===== config.mk =====
export PLATFORM = sky130hd
export DESIGN_NAME = smcf_frontend
export DESIGN_NICKNAME = d
export VERILOG_FILES = /design/src/hw/smcf_pkg.sv /design/src/hw/smcf_frontend.sv
export VERILOG_INCLUDE_DIRS = /design/src /design/src/hw
export SDC_FILE = /design/constraint.sdc
export NUM_CORES = 1
export LEC_CHECK = 0
export BUFFER_PORTS_ARGS = -buffer_cell sky130_fd_sc_hd__buf_2
export CELL_PAD_IN_SITES_DETAIL_PLACEMENT = 2
export CELL_PAD_IN_SITES_GLOBAL_PLACEMENT = 2
export CORE_MARGIN = 3
export CORE_UTILIZATION = 34
export CTS_CLUSTER_DIAMETER = 50
export DETAILED_ROUTE_END_ITERATION = 7
export PLACE_DENSITY_LB_ADDON = 0.08
export RECOVER_POWER = 100
export SLEW_MARGIN = 20
export SYNTH_ARGS = -nofsm -noshare
export SYNTH_HDL_FRONTEND = slang
export SYNTH_SLANG_ARGS = --single-unit
export TNS_END_PERCENT = 50

===== constraint.sdc =====
create_clock -name ref_clk -period 2.78 [get_ports ref_clk]
set_input_delay 0.278 -clock ref_clk [delete_from_list [all_inputs] [get_ports ref_clk]]
set_output_delay 0.278 -clock ref_clk [all_outputs]
set_load 0.03 [all_outputs]

===== src/hw/smcf_defs.svh =====
// Constants for the SPI memory command front end
`ifndef SMCF_DEFS_SVH
`define SMCF_DEFS_SVH
`define SMCF_OP_SET_WL 8'h06
`define SMCF_OP_CLR_WL 8'h04
`define SMCF_OP_STAT_RD 8'h05
`define SMCF_OP_STAT_WR 8'h01
`define SMCF_OP_MEM_RD 8'h03
`define SMCF_OP_FAST_RD 8'h0b
`define SMCF_OP_MEM_WR 8'h02
`define SMCF_OP_SLEEP 8'hb9
`define SMCF_OP_ID_RD 8'h9f
`define SMCF_BITS_PER_BYTE 4'h8
`define SMCF_LAST_BIT 3'h7
`define SMCF_ADDR_BITS 14
`define SMCF_STAT_WL_BIT 1
`define SMCF_ADDR_BYTES 2'h2
`define SMCF_FAST_DUMMY 2'h3
`endif


===== src/hw/smcf_pkg.sv =====
// Types for the SPI memory command front end
package smcf_pkg;
  typedef enum logic [3:0] {
    SMCF_CMD_NONE = 4'h0,
    SMCF_CMD_SET_WL = 4'h1,
    SMCF_CMD_CLR_WL = 4'h2,
    SMCF_CMD_STAT_RD = 4'h3,
    SMCF_CMD_STAT_WR = 4'h4,
    SMCF_CMD_MEM_RD = 4'h5,
    SMCF_CMD_FAST_RD = 4'h6,
    SMCF_CMD_MEM_WR = 4'h7,
    SMCF_CMD_SLEEP = 4'h8,
    SMCF_CMD_ID_RD = 4'h9
  } smcf_cmd_t;
  typedef enum logic [4:0] {
    SMCF_ST_IDLE = 5'h01,
    SMCF_ST_OPCODE = 5'h02,
    SMCF_ST_ADDR = 5'h04,
    SMCF_ST_DATA = 5'h08,
    SMCF_ST_DISCARD = 5'h10
  } smcf_state_t;
endpackage


===== src/hw/smcf_frontend.sv =====
// SPI slave command front end: framing, opcode decode, write latch
`timescale 1ns/1ps
`default_nettype none
`include "smcf_defs.svh"
module smcf_frontend #(
  parameter int ADDR_BITS = `SMCF_ADDR_BITS
) (
  input wire logic ref_clk,
  input wire logic rst,
  input wire logic sck,
  input wire logic cs_n,
  input wire logic si,
  input wire logic [7:0] rd_data,
  output logic so_o,
  output logic so_oe,
  output logic write_latch_flag,
  output logic mode3_q,
  output smcf_pkg::smcf_cmd_t cmd_q,
  output logic cmd_valid_q,
  output logic [ADDR_BITS-1:0] addr_q,
  output logic addr_valid_q,
  output logic [7:0] wr_data_q,
  output logic wr_strobe_q,
  output logic rd_strobe_q
);
  function automatic smcf_pkg::smcf_cmd_t decode_op(input logic [7:0] op);
    case (op)
      `SMCF_OP_SET_WL: decode_op = smcf_pkg::SMCF_CMD_SET_WL;
      `SMCF_OP_CLR_WL: decode_op = smcf_pkg::SMCF_CMD_CLR_WL;
      `SMCF_OP_STAT_RD: decode_op = smcf_pkg::SMCF_CMD_STAT_RD;
      `SMCF_OP_STAT_WR: decode_op = smcf_pkg::SMCF_CMD_STAT_WR;
      `SMCF_OP_MEM_RD: decode_op = smcf_pkg::SMCF_CMD_MEM_RD;
      `SMCF_OP_FAST_RD: decode_op = smcf_pkg::SMCF_CMD_FAST_RD;
      `SMCF_OP_MEM_WR: decode_op = smcf_pkg::SMCF_CMD_MEM_WR;
      `SMCF_OP_SLEEP: decode_op = smcf_pkg::SMCF_CMD_SLEEP;
      `SMCF_OP_ID_RD: decode_op = smcf_pkg::SMCF_CMD_ID_RD;
      default: decode_op = smcf_pkg::SMCF_CMD_NONE;
    endcase
  endfunction

  // Two-stage synchronisers for the pins
  logic [1:0] sck_s_q, cs_s_q, si_s_q;
  logic sck_d1_q, cs_d1_q;
  always_ff @(posedge ref_clk) begin
    if (rst) begin
      sck_s_q <= 2'h0;
      cs_s_q <= 2'h3;
      si_s_q <= 2'h0;
      sck_d1_q <= 1'b0;
      cs_d1_q <= 1'b1;
    end else begin
      sck_s_q <= {sck_s_q[0], sck};
      cs_s_q <= {cs_s_q[0], cs_n};
      si_s_q <= {si_s_q[0], si};
      sck_d1_q <= sck_s_q[1];
      cs_d1_q <= cs_s_q[1];
    end
  end
  wire sck_l = sck_s_q[1];
  wire cs_l = cs_s_q[1];
  wire si_l = si_s_q[1];
  wire cs_fall = cs_d1_q & ~cs_l;
  wire cs_rise = ~cs_d1_q & cs_l;
  wire selected = ~cs_l & ~cs_d1_q;
  wire sck_rise = selected & ~sck_d1_q & sck_l;
  wire sck_fall = selected & sck_d1_q & ~sck_l;

  smcf_pkg::smcf_state_t state_q, state_d;
  logic [2:0] bit_q;
  logic [7:0] shin_q;
  logic [1:0] byte_q;
  logic wl_q;
  logic [7:0] shout_q;
  logic rd_active_q;
  wire [7:0] byte_now = {shin_q[6:0], si_l};
  wire byte_done = sck_rise & (bit_q == `SMCF_LAST_BIT);
  wire smcf_pkg::smcf_cmd_t dec = decode_op(byte_now);
  wire is_stat_rd = cmd_q == smcf_pkg::SMCF_CMD_STAT_RD;
  wire is_rd = cmd_q == smcf_pkg::SMCF_CMD_MEM_RD;
  wire is_fast = cmd_q == smcf_pkg::SMCF_CMD_FAST_RD;
  wire is_wr = cmd_q == smcf_pkg::SMCF_CMD_MEM_WR;
  wire needs_addr = is_rd | is_fast | is_wr;
  wire [7:0] status_byte = 8'h00 | ({7'h00, wl_q} << `SMCF_STAT_WL_BIT);
  wire dummy_done = ~is_fast | (byte_q == `SMCF_FAST_DUMMY);
  wire ends_write = (cmd_q == smcf_pkg::SMCF_CMD_CLR_WL) | is_wr |
    (cmd_q == smcf_pkg::SMCF_CMD_STAT_WR);

  always_comb begin
    state_d = state_q;
    case (state_q)
      smcf_pkg::SMCF_ST_IDLE: begin
        if (cs_fall) begin
          state_d = smcf_pkg::SMCF_ST_OPCODE;
        end
      end
      smcf_pkg::SMCF_ST_OPCODE: begin
        if (byte_done) begin
          if (dec == smcf_pkg::SMCF_CMD_NONE) begin
            state_d = smcf_pkg::SMCF_ST_DISCARD;
          end else if (dec == smcf_pkg::SMCF_CMD_MEM_RD ||
                       dec == smcf_pkg::SMCF_CMD_FAST_RD ||
                       dec == smcf_pkg::SMCF_CMD_MEM_WR) begin
            state_d = smcf_pkg::SMCF_ST_ADDR;
          end else begin
            state_d = smcf_pkg::SMCF_ST_DATA;
          end
        end
      end
      smcf_pkg::SMCF_ST_ADDR: begin
        if (byte_done && byte_q == (`SMCF_ADDR_BYTES - 2'h1)) begin
          state_d = smcf_pkg::SMCF_ST_DATA;
        end
      end
      smcf_pkg::SMCF_ST_DATA: state_d = state_q;
      smcf_pkg::SMCF_ST_DISCARD: state_d = state_q;
      default: state_d = smcf_pkg::SMCF_ST_IDLE;
    endcase
    if (cs_l) begin
      state_d = smcf_pkg::SMCF_ST_IDLE;
    end
  end

  always_ff @(posedge ref_clk) begin
    if (rst) begin
      state_q <= smcf_pkg::SMCF_ST_IDLE;
    end else begin
      state_q <= state_d;
    end
  end

  // Mode latch and bit framing
  always_ff @(posedge ref_clk) begin
    if (rst) begin
      mode3_q <= 1'b0;
      bit_q <= 3'h0;
      shin_q <= 8'h00;
    end else begin
      if (cs_fall) begin
        mode3_q <= sck_l;
        bit_q <= 3'h0;
      end else if (sck_rise && state_q != smcf_pkg::SMCF_ST_DISCARD) begin
        bit_q <= bit_q + 3'h1;
        shin_q <= byte_now;
      end
    end
  end

  // Command, address and write data capture
  always_ff @(posedge ref_clk) begin
    if (rst) begin
      cmd_q <= smcf_pkg::SMCF_CMD_NONE;
      cmd_valid_q <= 1'b0;
      byte_q <= 2'h0;
      addr_q <= '0;
      addr_valid_q <= 1'b0;
      wr_data_q <= 8'h00;
      wr_strobe_q <= 1'b0;
    end else begin
      cmd_valid_q <= 1'b0;
      wr_strobe_q <= 1'b0;
      if (cs_fall) begin
        cmd_q <= smcf_pkg::SMCF_CMD_NONE;
        byte_q <= 2'h0;
        addr_valid_q <= 1'b0;
      end else if (byte_done) begin
        case (state_q)
          smcf_pkg::SMCF_ST_OPCODE: begin
            cmd_q <= dec;
            cmd_valid_q <= dec != smcf_pkg::SMCF_CMD_NONE;
          end
          smcf_pkg::SMCF_ST_ADDR: begin
            addr_q <= ADDR_BITS'({addr_q, byte_now});
            byte_q <= byte_q + 2'h1;
            if (byte_q == (`SMCF_ADDR_BYTES - 2'h1)) begin
              addr_valid_q <= 1'b1;
              byte_q <= 2'h0;
            end
          end
          smcf_pkg::SMCF_ST_DATA: begin
            if (is_wr && wl_q) begin
              wr_data_q <= byte_now;
              wr_strobe_q <= 1'b1;
              addr_q <= addr_q + ADDR_BITS'(1);
            end
            if (is_fast && !dummy_done) begin
              byte_q <= byte_q + 2'h1;
            end
          end
          default: byte_q <= byte_q;
        endcase
      end
    end
  end

  // Write latch
  always_ff @(posedge ref_clk) begin
    if (rst) begin
      wl_q <= 1'b0;
    end else if (cs_rise && ends_write) begin
      wl_q <= 1'b0;
    end else if (byte_done && state_q == smcf_pkg::SMCF_ST_OPCODE &&
                 dec == smcf_pkg::SMCF_CMD_SET_WL) begin
      wl_q <= 1'b1;
    end
  end

  // Read data shifter; loads on byte boundary, shifts on falling edge
  wire rd_phase = state_q == smcf_pkg::SMCF_ST_DATA &&
    (is_stat_rd || is_rd || (is_fast && dummy_done));
  wire load_out = byte_done && ((state_q == smcf_pkg::SMCF_ST_OPCODE &&
    dec == smcf_pkg::SMCF_CMD_STAT_RD) || (state_q == smcf_pkg::SMCF_ST_ADDR
    && byte_q == (`SMCF_ADDR_BYTES - 2'h1) && is_rd) ||
    (state_q == smcf_pkg::SMCF_ST_DATA && (rd_phase ||
    (is_fast && byte_q == `SMCF_FAST_DUMMY - 2'h1))));
  always_ff @(posedge ref_clk) begin
    if (rst) begin
      shout_q <= 8'h00;
      rd_active_q <= 1'b0;
      rd_strobe_q <= 1'b0;
      so_o <= 1'b0;
      so_oe <= 1'b0;
    end else begin
      rd_strobe_q <= 1'b0;
      if (cs_l) begin
        rd_active_q <= 1'b0;
        so_oe <= 1'b0;
      end else if (load_out) begin
        shout_q <= is_stat_rd || (state_q == smcf_pkg::SMCF_ST_OPCODE) ?
          status_byte : rd_data;
        rd_active_q <= 1'b1;
        rd_strobe_q <= !(state_q == smcf_pkg::SMCF_ST_OPCODE);
      end else if (sck_fall && rd_active_q) begin
        so_o <= shout_q[7];
        shout_q <= {shout_q[6:0], 1'b0};
        so_oe <= 1'b1;
      end
    end
  end
  always_ff @(posedge ref_clk) begin
    if (rst) begin
      write_latch_flag <= 1'b0;
    end else begin
      write_latch_flag <= wl_q;
    end
  end

  // Checks
  property p_latch_set;
    @(posedge ref_clk) disable iff (rst)
      $rose(wl_q) |-> $past(state_q) == smcf_pkg::SMCF_ST_OPCODE;
  endproperty
  a_latch_set: assert property (p_latch_set)
    else $error("latch set outside opcode");
  property p_clr_on_rise;
    @(posedge ref_clk) disable iff (rst)
      (cs_rise && ends_write) |=> !wl_q;
  endproperty
  a_clr_on_rise: assert property (p_clr_on_rise)
    else $error("latch not cleared");
  property p_so_off;
    @(posedge ref_clk) disable iff (rst) cs_l |=> !so_oe;
  endproperty
  a_so_off: assert property (p_so_off)
    else $error("output driven while deselected");
  property p_discard;
    @(posedge ref_clk) disable iff (rst)
      state_q == smcf_pkg::SMCF_ST_DISCARD |-> !so_oe && !wr_strobe_q;
  endproperty
  a_discard: assert property (p_discard)
    else $error("activity after invalid opcode");
  property p_mode;
    @(posedge ref_clk) disable iff (rst) cs_fall |=> mode3_q == $past(sck_l);
  endproperty
  a_mode: assert property (p_mode)
    else $error("mode not latched");
  property p_wr_needs_latch;
    @(posedge ref_clk) disable iff (rst) wr_strobe_q |-> wl_q;
  endproperty
  a_wr_needs_latch: assert property (p_wr_needs_latch)
    else $error("write without latch");
  // Flag may only rise one cycle after a decoded set latch command
  property p_flag;
    @(posedge ref_clk) disable iff (rst)
      $rose(write_latch_flag) |->
        $past(cmd_valid_q) && $past(cmd_q) == smcf_pkg::SMCF_CMD_SET_WL;
  endproperty
  a_flag: assert property (p_flag)
    else $error("flag mismatch");
  property p_oe_only_read;
    @(posedge ref_clk) disable iff (rst) so_oe |-> rd_active_q;
  endproperty
  a_oe_only_read: assert property (p_oe_only_read)
    else $error("output without read");
  c_set: cover property (@(posedge ref_clk) $rose(wl_q));
  c_wr: cover property (@(posedge ref_clk) wr_strobe_q);
  c_rd: cover property (@(posedge ref_clk) $rose(so_oe));
  c_m3: cover property (@(posedge ref_clk) cs_fall && sck_l);
endmodule
`default_nettype wire


==> impl_metrics.py <==
metrics = {
    "status": {
        "status": "finished with violations",
        "violations": "capacitance limit, slew limit",
    },
    "cts": {
        "ctsHoldBuffers": 0,
        "clock_latency_ps": 340,
        "post-cts-setup-buffers": 0,
        "cts.repair.resized": 0,
        "cts.sinks": 69,
        "numCtsBuffers": 9,
        "clockRootBuffer": "clkbuf_8",
        "clkSlewWorstSetupHoldPaths_ps": 80,
        "cts_buffer_depth": 2,
        "cts_max_level": 3,
        "tritoncts": "yes",
    },
    "detailed_routing": {
        "routedWlPerCell_um": 18.3,
        "drc": 0,
        "first_pass_iters": 4,
        "drt_wl_total_um": 10400,
        "detail-route-antenna-nets": 0,
        "vias_per_cell": 5.40,
        "drtIter0Drc": 81,
        "via_count": 3072,
    },
    "timing": {
        "max_clock_freq_mhz": 409,
        "drv_slew": 44,
        "tightest_slew_ps": 1820,
        "fin_crit_ps": 2440,
        "setup_violations": 0,
        "fin_crit_sh": 0.879,
        "hold_violations": 0,
        "finClkSkew_ps": 10.2,
        "slew-limit-headroom": -0.210,
        "rsz0062_at_grt": "no",
        "setup_tns_ps": 0,
    },
    "critical_path": {
        "crit_buf_inv": 1,
        "crit_fanout": 10,
        "crit_family": "simple AND/OR/NAND/NOR gates",
        "crit_type": "reg -> reg",
        "crit_slowest_cell": "nand4_1",
        "cp.arrival_ps": 2680,
        "worstPathCellList": "nor4b_2 -> nand4_1 -> nor2_1 -> a32oi_1 -> buf_4 -> mux2_1",
        "max_stage_delay_ps": 510,
        "end_kind": "flop",
        "cp-start-kind": "flop",
        "cp_data_required_time_ps": 3010,
    },
    "global_route": {
        "grt_pass1_wl_um": 17400,
        "gr-total-overflow": 0,
        "track_usage": 0.193,
        "antenna_found_initial": 0,
        "grt_max_degree": 44,
        "first_global_vias": 3323,
    },
    "logic_synthesis": {
        "syn_nets": 410,
        "yosysWarnings": 0,
        "synth_seq_cells": 69,
        "synth_area_leader_cell": "dfxtp_1",
        "synth_ff_type": "dfxtp_1",
        "synthTopCellsByArea": "dfxtp_1, mux2i_1, nor2_1",
        "synth.distinct_cells": 59,
        "synthesis.area_um2": 3410,
        "syn_avg_cell_area_um2": 8.65,
        "synth_top_area_frac": 0.405,
        "synth-async-reset-ratio": 0,
        "synth_seq_area_share": 0.405,
        "syn-instance-count": 394,
        "synth_edf_count": 0,
    },
    "floorplanning": {
        "coreArea_um2": 9500,
        "dieArea_um2": 11300,
        "initial_utilization": 0.359,
        "io_pins": 47,
        "rows": 35,
        "die_x_um": 106,
        "die_h_um": 106,
    },
    "power": {
        "peakVddDrop_mv": 0.254,
        "power.internal_mw": 1.63,
        "clockPowerShare": 0.494,
        "p_leak_nw": 1.43,
        "p_sw_mw": 0.431,
        "p_comb_frac": 0.023,
        "p_per_area_nw_per_um2": 524,
        "switching_share": 0.209,
        "p_seq_frac": 0.483,
    },
    "run": {
        "maxCapViolCount": 1,
    },
    "cells_and_area": {
        "layout.nets": 451,
        "drive_above_1_share": 0.123,
        "area_growth_syn_to_layout_pct": 15.6,
        "diodes": 0,
        "final_area_um2": 3940,
    },
    "placement": {
        "dp_hpwl_um": 7480,
        "gp_congestion": 0.766,
        "io_buffers": 46,
        "dpl_cell_area_um2": 3760,
    },
    "hold_path": {
        "worstHoldPathType": "in -> reg",
    },
}
## metal layers
| metal | up-vias | routed length, um | global-route usage | part of all wire |
|---|---|---|---|---|
| met4 | 0 | 131 | 0.0490 | 0.013 |
| met3 | 12 | 258 | 0.0370 | 0.025 |
| met1 | 1525 | 4680 | 0.236 | 0.45 |
| li1 | 1495 | - | - | - |
| met5 | - | 0 | 0 | 0 |
| met2 | 40 | 5360 | 0.348 | 0.51 |
## logic make-up (layout without fill, tap and decap cells)
| kind of cell | after synthesis | count (layout) | share of synthesized area |
|---|---|---|---|
| and+or+nand+nor | 163 | 163 | 0.262 |
| AOI/OAI and AO/OA | 89 | 89 | 0.164 |
| DFF | 69 | 69 | 0.405 |
| muxes | 37 | 37 | 0.111 |
| buffers and inverters | 29 | 75 | 0.0367 |
| xor gates and xnor gates | 4 | 4 | 0.0103 |
| adders and majority gates | 3 | 3 | 0.0110 |
## sequential cells by signal (all words and copies together) (netlist names), 3 cells and up
name,cells
wr_data_q,8
cmd_q,4
bit_q,3
shout_q,8
addr_q,14
shin_q,7
state_q,5
## power by group through the flow
| stage | logic [mW] | registers [mW] | clock network (mW) |
|---|---|---|---|
| global placement | 0.0484 | 1.02 | 0 |
| CTS | 0.0494 | 0.998 | 1.05 |
| floorplan | 0.0306 | 1.02 | 0 |
| finish | 0.0474 | 0.998 | 1.02 |
| detailed placement | 0.0489 | 1.02 | 0 |
| global route | 0.0541 | 0.999 | 1.10 |
## cell usage after synthesis (all sizes together) (5+ instances only)
cell,n
dfxtp,69
nor2,44
mux2i,34
nand2,31
a21oi,30
o21ai,25
clkbuf,15
or2,12
nor3,10
nor2b,9
and2,8
buf,8
nand3,8
inv,6
nand2b,6
nand4,6
nor4,6
a211oi,5
a31oi,5
## stage by stage
| stage | power (mW) | setup WS [ps] | std cells | hold WS (ps) | utilization |
|---|---|---|---|---|---|
| after floorplan | 1.05 | 750 | 394 | 382 | - |
| after global placement | 1.07 | 559 | 553 | 446 | 0.395 |
| after detailed placement | 1.07 | 483 | 553 | 446 | 0.395 |
| after CTS | 2.10 | 477 | 569 | 106 | 0.421 |
| after global routing | 2.15 | 200 | 569 | 108 | 0.415 |
| final | 2.06 | 337 | 569 | 122 | 0.415 |
## layout by cell type (no fill, tap or decap), drive strengths merged, types with 2 or more instances in the layout
| cell | instances |
|---|---|
| o22ai | 3 |
| buf | 15 |
| nor2 | 44 |
| a211oi | 5 |
| nand3 | 8 |
| o21bai | 2 |
| a41oi | 2 |
| clkbuf | 49 |
| dfxtp | 69 |
| clkinv | 2 |
| a311oi | 2 |
| and2 | 8 |
| o211ai | 2 |
| o31a | 2 |
| or3b | 2 |
| or3 | 2 |
| o21ai | 25 |
| and3b | 3 |
| a31oi | 5 |
| bufinv | 3 |
| mux2i | 34 |
| xnor2 | 2 |
| nand3b | 2 |
| nor4 | 6 |
| ha | 3 |
| nand4 | 6 |
| nor4b | 4 |
| xor2 | 2 |
| nor2b | 9 |
| nor3 | 10 |
| nor3b | 4 |
| or2 | 12 |
| and3 | 2 |
| mux2 | 3 |
| inv | 6 |
| nand2b | 6 |
| nand2 | 31 |
| a21o | 2 |
| a21oi | 30 |
## layout make-up
| class | instances | area [um2] |
|---|---|---|
| Fill cell | 1125 | 5560 |
| Multi-Input combinational cell | 296 | 1900 |
| Sequential cell | 69 | 1380 |
| Timing Repair Buffer | 53 | 230 |
| Tap cell | 129 | 161 |
| Clock buffer | 11 | 141 |
| Clock inverter | 5 | 108 |
| Inverter | 6 | 22.5 |
## final timing paths
| kind | start | end | slack (ps) | cells past startpoint |
|---|---|---|---|---|
| worst max-delay path | cs_s_q[1] | shout_q[1] | 340 | 6 |
| worst min-delay path | cs_n | cs_s_q[0] | 120 | 2 |
| worst max register to register | cs_s_q[1] | shout_q[1] | 340 | 6 |
| worst min register to register | si_s_q[0] | si_s_q[1] | 450 | 1 |
Power figures use the tool's default switching activity.
